### config.mk
export PLATFORM = sky130hd
export DESIGN_NAME = bst_tap
export DESIGN_NICKNAME = d
export VERILOG_FILES = /design/src/verilog/bst_pkg.sv /design/src/verilog/bst_chain.sv /design/src/verilog/bst_tap.sv
export SDC_FILE = /design/constraint.sdc
export NUM_CORES = 1
export LEC_CHECK = 0
export BUFFER_PORTS_ARGS = -buffer_cell sky130_fd_sc_hd__buf_2
export CORE_MARGIN = 2
export CORE_UTILIZATION = 53
export CTS_BUF_LIST = sky130_fd_sc_hd__clkbuf_16
export DETAILED_ROUTE_END_ITERATION = 16
export PLACE_DENSITY_LB_ADDON = 0.3
export SLEW_MARGIN = 30
export SYNTH_ARGS = -nofsm -noshare
export SYNTH_HDL_FRONTEND = slang
export SYNTH_HIERARCHICAL = 1
export SYNTH_SLANG_ARGS = --single-unit
### constraint.sdc
create_clock -name CLOCK -period 5.75 [get_ports CLOCK]
set_input_delay 1.725 -clock CLOCK [delete_from_list [all_inputs] [get_ports CLOCK]]
set_output_delay 1.725 -clock CLOCK [all_outputs]
set_load 0.02 [all_outputs]
### src/verilog/bst_pkg.sv
`default_nettype none
package bst_pkg;

    // ------------------------------------------------------------
    // Sizes
    // ------------------------------------------------------------
    localparam int BST_IR_W = 5;          // Instruction register width
    localparam int BST_ID_W = 32;         // Identification word width
    localparam int BST_CHAIN_LEN = 54;    // Boundary cells 0..53

    // ------------------------------------------------------------
    // Instruction opcodes
    // ------------------------------------------------------------
    localparam logic [4:0] BST_OP_EXTEST = 5'h00;
    localparam logic [4:0] BST_OP_SAMPLE = 5'h01;
    localparam logic [4:0] BST_OP_CLAMP = 5'h04;
    localparam logic [4:0] BST_OP_HIGHZ = 5'h05;
    localparam logic [4:0] BST_OP_IDCODE = 5'h0C;
    localparam logic [4:0] BST_OP_BYPASS = 5'h1F;
    localparam logic [4:0] BST_IR_CAPTURE = 5'h01;  // Fixed 01 in the low bits
    localparam logic [4:0] BST_IR_RESET = BST_OP_IDCODE;

    // ------------------------------------------------------------
    // Identification word fields
    // ------------------------------------------------------------
    localparam int BST_ID_VER_LSB = 28;   // Version 31..28
    localparam int BST_ID_PART_LSB = 12;  // Part number 27..12
    localparam int BST_ID_MFR_LSB = 1;    // Maker code 11..1
    localparam logic BST_ID_FIXED = 1'b1; // Bit 0

    // ------------------------------------------------------------
    // Controller states, Gray steps along the usual walk
    // ------------------------------------------------------------
    typedef enum logic [3:0] {
        BST_TLR = 4'h0, BST_RTI = 4'h1, BST_SEL_DR = 4'h3, BST_CAP_DR = 4'h2,
        BST_SH_DR = 4'h6, BST_EX1_DR = 4'h7, BST_PAU_DR = 4'h5, BST_EX2_DR = 4'h4,
        BST_UPD_DR = 4'hC, BST_SEL_IR = 4'hD, BST_CAP_IR = 4'hF, BST_SH_IR = 4'hE,
        BST_EX1_IR = 4'hA, BST_PAU_IR = 4'hB, BST_EX2_IR = 4'h9, BST_UPD_IR = 4'h8
    } bst_state_t;

    // Boundary cell kinds
    typedef enum logic [2:0] {
        BST_K_OUT2 = 3'h0, BST_K_IN = 3'h1, BST_K_BIDIR = 3'h2,
        BST_K_CTRL = 3'h3, BST_K_INTERNAL = 3'h4
    } bst_kind_t;

    // Kind of each chain position
    function automatic bst_kind_t bst_kind_of(input int i);
        if (i <= 2 || i == 51) begin
            return BST_K_OUT2;
        end else if (i <= 5) begin
            return BST_K_IN;
        end else if (i == 12 || i == 45 || i == 53 || (i >= 20 && i <= 34 && i % 2 == 0)) begin
            return BST_K_CTRL;
        end else if (i == 38 || i == 40 || (i >= 42 && i <= 50 && i != 45 && i != 47)) begin
            return BST_K_INTERNAL;
        end else begin
            return BST_K_BIDIR;
        end
    endfunction : bst_kind_of

    // Control cell that enables a bidirectional cell
    function automatic int bst_ctrl_of(input int i);
        if (i <= 18) begin
            return 12;
        end else if (i <= 33) begin
            return i + 1;
        end else if (i == 52) begin
            return 53;
        end else begin
            return 45;
        end
    endfunction : bst_ctrl_of

    // Opcodes that route the boundary chain
    function automatic logic bst_sel_chain(input logic [4:0] op);
        return op == BST_OP_EXTEST || op == BST_OP_SAMPLE;
    endfunction : bst_sel_chain

    // Opcodes that put the chain update stage on the pins
    function automatic logic bst_drive_test(input logic [4:0] op);
        return op == BST_OP_EXTEST || op == BST_OP_CLAMP;
    endfunction : bst_drive_test

endpackage : bst_pkg
`default_nettype wire

### src/verilog/bst_chain.sv
`timescale 1ns/10ps
`default_nettype none
module bst_chain
    import bst_pkg::*;
(
    input wire logic clk,
    input wire logic rst_n,
    input wire logic capture_en,
    input wire logic shift_en,
    input wire logic update_en,
    input wire logic tdi,
    input wire logic [BST_CHAIN_LEN-1:0] cap_data,
    output logic shift_lsb,
    output logic [BST_CHAIN_LEN-1:0] upd_q
);

    // ------------------------------------------------------------
    // Shift and update stages
    // ------------------------------------------------------------
    logic [BST_CHAIN_LEN-1:0] sh_r; // Shift stage, cell 0 nearest data out
    logic [BST_CHAIN_LEN-1:0] upd_r; // Update stage that feeds the pins

    // Parallel load, then serial shift from data in toward cell 0
    always_ff @(posedge clk or negedge rst_n) begin
        if (!rst_n) begin
            sh_r <= '0;
        end else if (capture_en) begin
            sh_r <= cap_data;
        end else if (shift_en) begin
            sh_r <= {tdi, sh_r[BST_CHAIN_LEN-1:1]};
        end
    end

    // Update stage holds its value outside the update state
    always_ff @(posedge clk or negedge rst_n) begin
        if (!rst_n) begin
            upd_r <= '0;
        end else if (update_en) begin
            upd_r <= sh_r;
        end
    end

    assign shift_lsb = sh_r[0];
    assign upd_q = upd_r;

endmodule : bst_chain
`default_nettype wire

### src/verilog/bst_tap.sv
`timescale 1ns/10ps
`default_nettype none
module bst_tap
    import bst_pkg::*;
#(
    parameter logic [3:0] ID_VERSION = 4'h2,      // Arbitrary value
    parameter logic [15:0] ID_PART = 16'hA5C3,    // Arbitrary value
    parameter logic [10:0] ID_MAKER = 11'h2B4     // Arbitrary value
)
(
    input wire logic CLOCK,
    input wire logic RST_N,
    input wire logic TCK,
    input wire logic TMS,
    input wire logic TDI,
    input wire logic TRST_N,
    output logic TDO,
    output logic TDO_OE,
    input wire logic [BST_CHAIN_LEN-1:0] CORE_OUT,
    input wire logic [BST_CHAIN_LEN-1:0] CORE_OE,
    input wire logic [BST_CHAIN_LEN-1:0] PAD_IN,
    output logic [BST_CHAIN_LEN-1:0] PAD_OUT,
    output logic [BST_CHAIN_LEN-1:0] PAD_OE,
    output logic [BST_CHAIN_LEN-1:0] CORE_IN
);

    // ------------------------------------------------------------
    // Test reset: asynchronous entry, clean release
    // ------------------------------------------------------------
    wire logic rst_any_n; // Either power-on or test reset
    logic rs1_r; // First release flop
    logic rs2_r; // Release flop that drives the test logic
    wire logic tap_rst_n; // Reset of all test logic

    assign rst_any_n = RST_N & TRST_N;

    // Assert at once, release two clocks later
    always_ff @(posedge CLOCK or negedge rst_any_n) begin
        if (!rst_any_n) begin
            rs1_r <= 1'b0;
            rs2_r <= 1'b0;
        end else begin
            rs1_r <= 1'b1;
            rs2_r <= rs1_r;
        end
    end

    assign tap_rst_n = rs2_r;

    // ------------------------------------------------------------
    // Pin synchronisers
    // ------------------------------------------------------------
    logic tck_s1_r; // Test clock, first stage
    logic tck_s2_r; // Test clock, second stage
    logic tck_d_r; // Delayed copy for edge finding
    logic tms_s1_r; // Mode select, first stage
    logic tms_s2_r; // Mode select, second stage
    logic tdi_s1_r; // Data in, first stage
    logic tdi_s2_r; // Data in, second stage
    logic [BST_CHAIN_LEN-1:0] pad_s1_r; // Pin levels, first stage
    logic [BST_CHAIN_LEN-1:0] pad_s2_r; // Pin levels, second stage

    // Clock, mode select and data in pass the same two stages so they stay aligned
    always_ff @(posedge CLOCK or negedge tap_rst_n) begin
        if (!tap_rst_n) begin
            tck_s1_r <= 1'b0;
            tck_s2_r <= 1'b0;
            tck_d_r <= 1'b0;
            tms_s1_r <= 1'b1;
            tms_s2_r <= 1'b1;
            tdi_s1_r <= 1'b1;
            tdi_s2_r <= 1'b1;
        end else begin
            tck_s1_r <= TCK;
            tck_s2_r <= tck_s1_r;
            tck_d_r <= tck_s2_r;
            tms_s1_r <= TMS;
            tms_s2_r <= tms_s1_r;
            tdi_s1_r <= TDI;
            tdi_s2_r <= tdi_s1_r;
        end
    end

    // Pin inputs on the power-on reset only, they also feed the core
    always_ff @(posedge CLOCK or negedge RST_N) begin
        if (!RST_N) begin
            pad_s1_r <= '0;
            pad_s2_r <= '0;
        end else begin
            pad_s1_r <= PAD_IN;
            pad_s2_r <= pad_s1_r;
        end
    end

    // ------------------------------------------------------------
    // Test clock edges
    // ------------------------------------------------------------
    wire logic tck_rise; // One-cycle pulse per rising edge
    wire logic tck_fall; // One-cycle pulse per falling edge

    assign tck_rise = tck_s2_r & ~tck_d_r;
    assign tck_fall = ~tck_s2_r & tck_d_r;

    // ------------------------------------------------------------
    // Controller
    // ------------------------------------------------------------
    bst_state_t state_r; // Current controller state
    bst_state_t state_nxt; // State after the next rising edge

    // Next state from mode select
    always_comb begin
        case (state_r)
            BST_TLR: state_nxt = tms_s2_r ? BST_TLR : BST_RTI;
            BST_RTI: state_nxt = tms_s2_r ? BST_SEL_DR : BST_RTI;
            BST_SEL_DR: state_nxt = tms_s2_r ? BST_SEL_IR : BST_CAP_DR;
            BST_CAP_DR: state_nxt = tms_s2_r ? BST_EX1_DR : BST_SH_DR;
            BST_SH_DR: state_nxt = tms_s2_r ? BST_EX1_DR : BST_SH_DR;
            BST_EX1_DR: state_nxt = tms_s2_r ? BST_UPD_DR : BST_PAU_DR;
            BST_PAU_DR: state_nxt = tms_s2_r ? BST_EX2_DR : BST_PAU_DR;
            BST_EX2_DR: state_nxt = tms_s2_r ? BST_UPD_DR : BST_SH_DR;
            BST_UPD_DR: state_nxt = tms_s2_r ? BST_SEL_DR : BST_RTI;
            BST_SEL_IR: state_nxt = tms_s2_r ? BST_TLR : BST_CAP_IR;
            BST_CAP_IR: state_nxt = tms_s2_r ? BST_EX1_IR : BST_SH_IR;
            BST_SH_IR: state_nxt = tms_s2_r ? BST_EX1_IR : BST_SH_IR;
            BST_EX1_IR: state_nxt = tms_s2_r ? BST_UPD_IR : BST_PAU_IR;
            BST_PAU_IR: state_nxt = tms_s2_r ? BST_EX2_IR : BST_PAU_IR;
            BST_EX2_IR: state_nxt = tms_s2_r ? BST_UPD_IR : BST_SH_IR;
            BST_UPD_IR: state_nxt = tms_s2_r ? BST_SEL_DR : BST_RTI;
            default: state_nxt = BST_TLR;
        endcase
    end

    // State advances on each rising test clock edge
    always_ff @(posedge CLOCK or negedge tap_rst_n) begin
        if (!tap_rst_n) begin
            state_r <= BST_TLR;
        end else if (tck_rise) begin
            state_r <= state_nxt;
        end
    end

    // ------------------------------------------------------------
    // Instruction register
    // ------------------------------------------------------------
    logic [BST_IR_W-1:0] ir_sh_r; // Instruction shift stage
    logic [BST_IR_W-1:0] ir_r; // Active instruction

    // Capture fixed pattern, shift toward data out
    always_ff @(posedge CLOCK or negedge tap_rst_n) begin
        if (!tap_rst_n) begin
            ir_sh_r <= BST_IR_CAPTURE;
        end else if (tck_rise && state_r == BST_CAP_IR) begin
            ir_sh_r <= BST_IR_CAPTURE;
        end else if (tck_rise && state_r == BST_SH_IR) begin
            ir_sh_r <= {tdi_s2_r, ir_sh_r[BST_IR_W-1:1]};
        end
    end

    // New instruction takes effect on the falling edge in update
    always_ff @(posedge CLOCK or negedge tap_rst_n) begin
        if (!tap_rst_n) begin
            ir_r <= BST_IR_RESET;
        end else if (state_r == BST_TLR) begin
            ir_r <= BST_IR_RESET;
        end else if (tck_fall && state_r == BST_UPD_IR) begin
            ir_r <= ir_sh_r;
        end
    end

    // ------------------------------------------------------------
    // Instruction decode
    // ------------------------------------------------------------
    wire logic sel_chain; // Boundary chain between data in and out
    wire logic sel_id; // Identification word selected
    wire logic sel_bypass; // Bypass stage selected, any other opcode
    wire logic drive_test; // Pins driven from the update stage
    wire logic float_all; // All pins floated

    assign sel_chain = bst_sel_chain(ir_r);
    assign sel_id = ir_r == BST_OP_IDCODE;
    assign sel_bypass = ~sel_chain & ~sel_id;
    assign drive_test = bst_drive_test(ir_r);
    assign float_all = ir_r == BST_OP_HIGHZ;

    // ------------------------------------------------------------
    // Bypass stage and identification word
    // ------------------------------------------------------------
    wire logic [BST_ID_W-1:0] id_word; // Constant identity
    logic bypass_r; // One-bit bypass stage
    logic [BST_ID_W-1:0] id_sh_r; // Identity shift stage
    wire logic dr_cap; // Rising edge in capture-DR
    wire logic dr_shift; // Rising edge in shift-DR

    assign id_word = {ID_VERSION, ID_PART, ID_MAKER, BST_ID_FIXED};
    assign dr_cap = tck_rise && state_r == BST_CAP_DR;
    assign dr_shift = tck_rise && state_r == BST_SH_DR;

    // Bypass captures zero, then passes data one bit late
    always_ff @(posedge CLOCK or negedge tap_rst_n) begin
        if (!tap_rst_n) begin
            bypass_r <= 1'b0;
        end else if (dr_cap && sel_bypass) begin
            bypass_r <= 1'b0;
        end else if (dr_shift && sel_bypass) begin
            bypass_r <= tdi_s2_r;
        end
    end

    // Identity reloads at each capture while selected, then shifts toward data out
    always_ff @(posedge CLOCK or negedge tap_rst_n) begin
        if (!tap_rst_n) begin
            id_sh_r <= '0;
        end else if (dr_cap && sel_id) begin
            id_sh_r <= id_word;
        end else if (dr_shift && sel_id) begin
            id_sh_r <= {tdi_s2_r, id_sh_r[BST_ID_W-1:1]};
        end
    end

    // ------------------------------------------------------------
    // Boundary chain
    // ------------------------------------------------------------
    logic [BST_CHAIN_LEN-1:0] cap_data; // Parallel load per cell
    logic [BST_CHAIN_LEN-1:0] test_out; // Test level per cell
    logic [BST_CHAIN_LEN-1:0] test_oe; // Test enable per cell
    logic [BST_CHAIN_LEN-1:0] has_pin; // Cell drives a pin of its own
    wire logic [BST_CHAIN_LEN-1:0] upd_q; // Update stage of the chain
    wire logic chain_lsb; // Chain bit toward data out

    // Per-cell wiring by kind, in fixed chain order from cell 0
    for (genvar i = 0; i < BST_CHAIN_LEN; i++) begin : g_cell
        localparam bst_kind_t KIND = bst_kind_of(i);
        localparam int CTRL = bst_ctrl_of(i);
        if (KIND == BST_K_OUT2) begin : g_out2
            assign cap_data[i] = PAD_OUT[i];
            assign test_oe[i] = 1'b1;
            assign has_pin[i] = 1'b1;
        end else if (KIND == BST_K_IN) begin : g_in
            assign cap_data[i] = pad_s2_r[i];
            assign test_oe[i] = 1'b0;
            assign has_pin[i] = 1'b0; // Input only, never driven
        end else if (KIND == BST_K_BIDIR) begin : g_bidir
            assign cap_data[i] = pad_s2_r[i];
            assign test_oe[i] = upd_q[CTRL];
            assign has_pin[i] = 1'b1;
        end else begin : g_nopin
            assign cap_data[i] = 1'b0;
            assign test_oe[i] = 1'b0;
            assign has_pin[i] = 1'b0;
        end
        assign test_out[i] = upd_q[i];
    end

    bst_chain u_chain (
        .clk(CLOCK),
        .rst_n(tap_rst_n),
        .capture_en(dr_cap && sel_chain),
        .shift_en(dr_shift && sel_chain),
        .update_en(tck_fall && state_r == BST_UPD_DR && sel_chain),
        .tdi(tdi_s2_r),
        .cap_data(cap_data),
        .shift_lsb(chain_lsb),
        .upd_q(upd_q)
    );

    // ------------------------------------------------------------
    // Pin drive selection
    // ------------------------------------------------------------
    wire logic [BST_CHAIN_LEN-1:0] pad_out_nxt; // Level to drive
    wire logic [BST_CHAIN_LEN-1:0] pad_oe_nxt; // Enable to drive

    assign pad_out_nxt = has_pin & (drive_test ? test_out : CORE_OUT);
    assign pad_oe_nxt = float_all ? '0 :
        has_pin & (drive_test ? test_oe : CORE_OE);

    // Pins and core inputs leave from flops
    always_ff @(posedge CLOCK or negedge RST_N) begin
        if (!RST_N) begin
            PAD_OUT <= '0;
            PAD_OE <= '0;
            CORE_IN <= '0;
        end else begin
            PAD_OUT <= pad_out_nxt;
            PAD_OE <= pad_oe_nxt;
            CORE_IN <= pad_s2_r;
        end
    end

    // ------------------------------------------------------------
    // Test data out
    // ------------------------------------------------------------
    wire logic dr_lsb; // Bit of the selected data register
    wire logic tdo_nxt; // Level for the next falling edge

    assign dr_lsb = sel_chain ? chain_lsb : (sel_id ? id_sh_r[0] : bypass_r);
    assign tdo_nxt = state_r == BST_SH_IR ? ir_sh_r[0] : dr_lsb;

    // Data out changes on falling edges, enabled only while shifting
    always_ff @(posedge CLOCK or negedge tap_rst_n) begin
        if (!tap_rst_n) begin
            TDO <= 1'b0;
            TDO_OE <= 1'b0;
        end else if (tck_fall) begin
            TDO <= tdo_nxt;
            TDO_OE <= state_r == BST_SH_DR || state_r == BST_SH_IR;
        end
    end

endmodule : bst_tap
`default_nettype wire

### Yosys cells after proc, flatten, opt, wreduce, memory -nomap -nowiden

Cells that the tools add are included.
Widths: inputs -> output; s select.

* equal/unequal tests: 19
* multiplexer cells: 29
* bitwise logic cells: 8
* reduce and logical (&&, ||, !) cells: 26

Operator list (number)
* $mux 53: 3
* $mux 54: 2
* $mux 32: 2
* $pmux 4 s12: 1
* $eq 4x4->1 const B: 8
* $mux 5: 4
* $eq 4x3->1 const B: 4
* $mux 4: 4
* $logic_and 1x1->1: 13
* $eq 5x3->1 const B: 2
* $reduce_bool 2->1: 5
* $eq 4x2->1 const B: 2
* $mux 1: 8
* $mux 2: 3
* $mux 3: 2
* $eq 5x1->1 const B: 1
* $eq 5x4->1 const B: 1
* $logic_not 5->1: 1
* $and 1x1->1: 4
* $eq 4x1->1 const B: 1
* $logic_not 4->1: 1
* $not 1->1: 4
* $reduce_or 2->1: 2
* $logic_or 1x1->1: 3
* $reduce_or 3->1: 1

* register bits after elaboration: 412
* input port bits: 168
* output and inout port bits: 164

### Longest topological paths before layout

* depth after elaboration: 7
* gate-level depth with buffers: 10

### By module

The synthesis kept the hierarchy.

Modules (own cells, without submodules)
* bst_tap: instances 1, cells each 719, area an instance 9282.7 um^2, sequential area each 7065.5 um^2
* bst_chain: instances 1, cells each 348, area an instance 4733.3 um^2, sequential area each 2702.6 um^2

### Least setup slack after synthesis

No wires, ideal clock.

* kind: reg-to-output
* from: register TDO_OE
* to: output port TDO_OE
* arrival: 0.425 ns
* path slack: 3.600 ns
* stages on the path, launching flop included: 1
* buffers on the path: 0
* path through: dfrtp_1

RTL lines
* from (decl): line bst_tap.sv:18 `output logic TDO_OE,`
* from (signal assigned): line bst_tap.sv:302 `TDO_OE <= 1'b0;`
* from (signal assigned): line bst_tap.sv:305 `TDO_OE <= state_r == BST_SH_DR || state_r == BST_SH_IR;`

No word-level cell between the ends.

### Worst setup path after layout

* from: register ir_r[4]
* to: register u_chain.sh_r[0]

* word-level cells in the longest chain between the ends: 4
* elaborated cells between the ends (all ways): 7
* those cells by class: eq/ne (1); mux (1); reduce/logical (5)

RTL lines
* from (decl): line bst_tap.sv:146 `logic [BST_IR_W-1:0] ir_r;`
* from (signal assigned): line bst_tap.sv:166 `ir_r <= ir_sh_r;`
* $eq 5x1->1 / $logic_not 5->1 (equally long branches): line bst_pkg.sv:77 `return op == BST_OP_EXTEST || op == BST_OP_SAMPLE;`
* $logic_or 1x1->1 *: line bst_pkg.sv:77
* $logic_and 1x1->1, on equally long branches: line bst_tap.sv:257, bst_tap.sv:258
* $mux 54 / $reduce_bool 2->1 (equally long branches)
* to (signal assigned): line bst_chain.sv:28 `sh_r <= cap_data;`
* to (signal assigned): line bst_chain.sv:30 `sh_r <= {tdi, sh_r[BST_CHAIN_LEN-1:1]};`
* to (decl): line bst_chain.sv:20 `logic [BST_CHAIN_LEN-1:0] sh_r;`

Every way passes the cells marked *; elsewhere a longest branch is shown, timed or not.
A chain may end at the register's enable or synchronous reset.

==> flow_summary_export.csv <==
group,metric,value,unit
outcome,status,"finished, final reports clean",
placed_design,globalplace.congestion,0.789,
final_layout,fin_nets,1464,
die,ios,332,
clock_tree,tritoncts,"done",
timing,tightest_slew,766,ps
grt,grt_pass1_wl,40300,um
placed_design,port_buffers,239,
timing,fin_crit,2830,ps
worst_setup_path,cp-start-kind,"register",
timing,setup_violations,0,
route,drc,0,
worst_setup_path,cp_max_fo,72,
clock_tree,cts_sinks,378,
power,powerDensity,424,nW/um^2
clock_tree,path_clk_slew,60,ps
synthesis,syn_area,13500,um^2
timing,hold_viol_final,0,
clock_tree,holdBufCountCts,0,
timing,period_share,49.3,%
grt,antenna_found_initial,1,
timing,slew_violations,0,
timing,rsz0062_at_grt,"no",
worst_setup_path,worstPathArrival,3190,ps
route,routedWlPerCell,15.3,um
clock_tree,cts_made_buffers,38,
job,drv_cap,0,
power,ir_drop,287,uV
synthesis,synth_cells,1043,
route,viasPerCell,4.88,
die,die_width,164,um
final_layout,n_antenna_cell,0,
timing,slew_headroom,48.8,%
grt,grt_overflow,0,
timing,fmax,353,MHz
power,leakagePower,7.61,nW
grt,grt_max_degree,126,
worst_setup_path,end_kind,"register",
die,die_y,164,um
grt,track_usage,19.0,%
placed_design,hpwl,16200,um
worst_setup_path,critPathKind,"reg2reg",
clock_tree,clock_latency,510,ps
timing,tns,0,ps
timing,skew,13.0,ps
final_layout,drive_gt1_share,27.9,%
final_layout,area_growth,18.5,%
route,routed_wl,25300,um
route,drt-pass1-iter-count,5,
clock_tree,cts-root-buf,"clkbuf_16",
route,antenna_left,0,
worst_setup_path,crit_required,6110,ps
power,p_total,6.80,mW
clock_tree,htree_levels,2,
die,start_util,53.9,%
die,die-area,26800,um^2
synthesis,yosysWarningCount,6,
min_path,min_path_type,"reg2async",
grt,grt_pass1_vias,7779,
die,design.core.area,25100,um^2
clock_tree,clock_path_buffers,3,
route,drtIter0Drc,526,
die,num_rows,58,
clock_tree,cts_setup_buffers,0,
clock_tree,cts_resized,0,
synthesis,synth.avg_cell_area,13.0,um^2
route,vias,8079,
metal layers:
layer	wire, um	track usage [%]
met1	11000	26.5
met2	11800	30.2
met3	1940	4.62
met4	492	5.02
met5	7	0
through the flow:
stage	hold slack (ps)	worst slack (ps)	cell area, um^2	std cells	utilization, %
after floorplan	331	1150	13800	1108	-
after global placement	331	2960	14800	1584	59.0
after detailed placement	335	2860	14800	1584	59.0
after CTS	346	2870	16000	1652	63.7
after global routing	350	2560	16000	1654	63.9
final	324	2920	16000	1654	63.9
flip-flops by register name, indices dropped and copies added, names as in the netlist, 4 cells and up:
name	cells
ir_sh_r	5
id_sh_r	32
pad_s2_r	54
u_chain/upd_q	42
CORE_IN	54
PAD_OUT	31
pad_s1_r	54
ir_r	5
state_r	4
u_chain/sh_r	54
PAD_OE	31
power breakdown:
group          leakage [nW]  internal [mW]  switching, mW  total [mW]
sequential             4.52           3.02          0.215        3.24
clock                 0.617           1.36          0.958        2.32
combinational          2.47          0.427          0.813        1.24
total                  7.61           4.81           1.99        6.80
cell usage in the layout, fill, tap and decap left out, drive strengths merged, types with 2 or more instances in the layout:
master,instances
a21oi,33
a22o,3
a22oi,2
a2bb2oi,2
a31oi,2
and2,6
buf,252
bufinv,3
clkbuf,39
clkinv,17
conb,67
dfrtp,371
dfstp,7
inv,15
mux2,44
mux2i,54
nand2,224
nand2b,5
nand3,4
nand3b,4
nor2,32
nor2b,19
nor3,2
nor4,5
nor4b,2
o21ai,93
o221ai,2
o22a,2
or4,3
critical path, cell delays in order (launching register included):
cell	delay [ps]
dfrtp_1	490
nor4_1	510
nand2_1	170
nor2_4	620
buf_4	650
o21ai_0	180
final timing paths:
path	start	endpoint	slack, ps	cells after the start
worst max register to register	ir_r[4]$_DFFE_PN0P_	u_chain/sh_r[0]$_DFFE_PN0P_	2920	5
worst max-delay path	ir_r[4]$_DFFE_PN0P_	u_chain/sh_r[0]$_DFFE_PN0P_	2920	5
worst min-delay path	rs2_r$_DFF_PN0_	u_chain/sh_r[4]$_DFFE_PN0P_	320	0
min in group CLOCK	pad_s1_r[45]$_DFF_PN0_	pad_s2_r[45]$_DFF_PN0_	340	0
worst min register to register	rs2_r$_DFF_PN0_	u_chain/sh_r[4]$_DFFE_PN0P_	320	0
max in group asynchronous	RST_N	PAD_OUT[2]$_DFF_PN0_	3570	3
cell type report:
type,count,area (um^2)
clock inverter,29,209
multi-input combinational,620,3600
fill,1930,9060
clock buffer,39,976
timing repair buffer,252,1350
inverter,6,22.5
sequential,378,9470
tap,330,413
No activity file was read; power rests on OpenSTA's default activity.
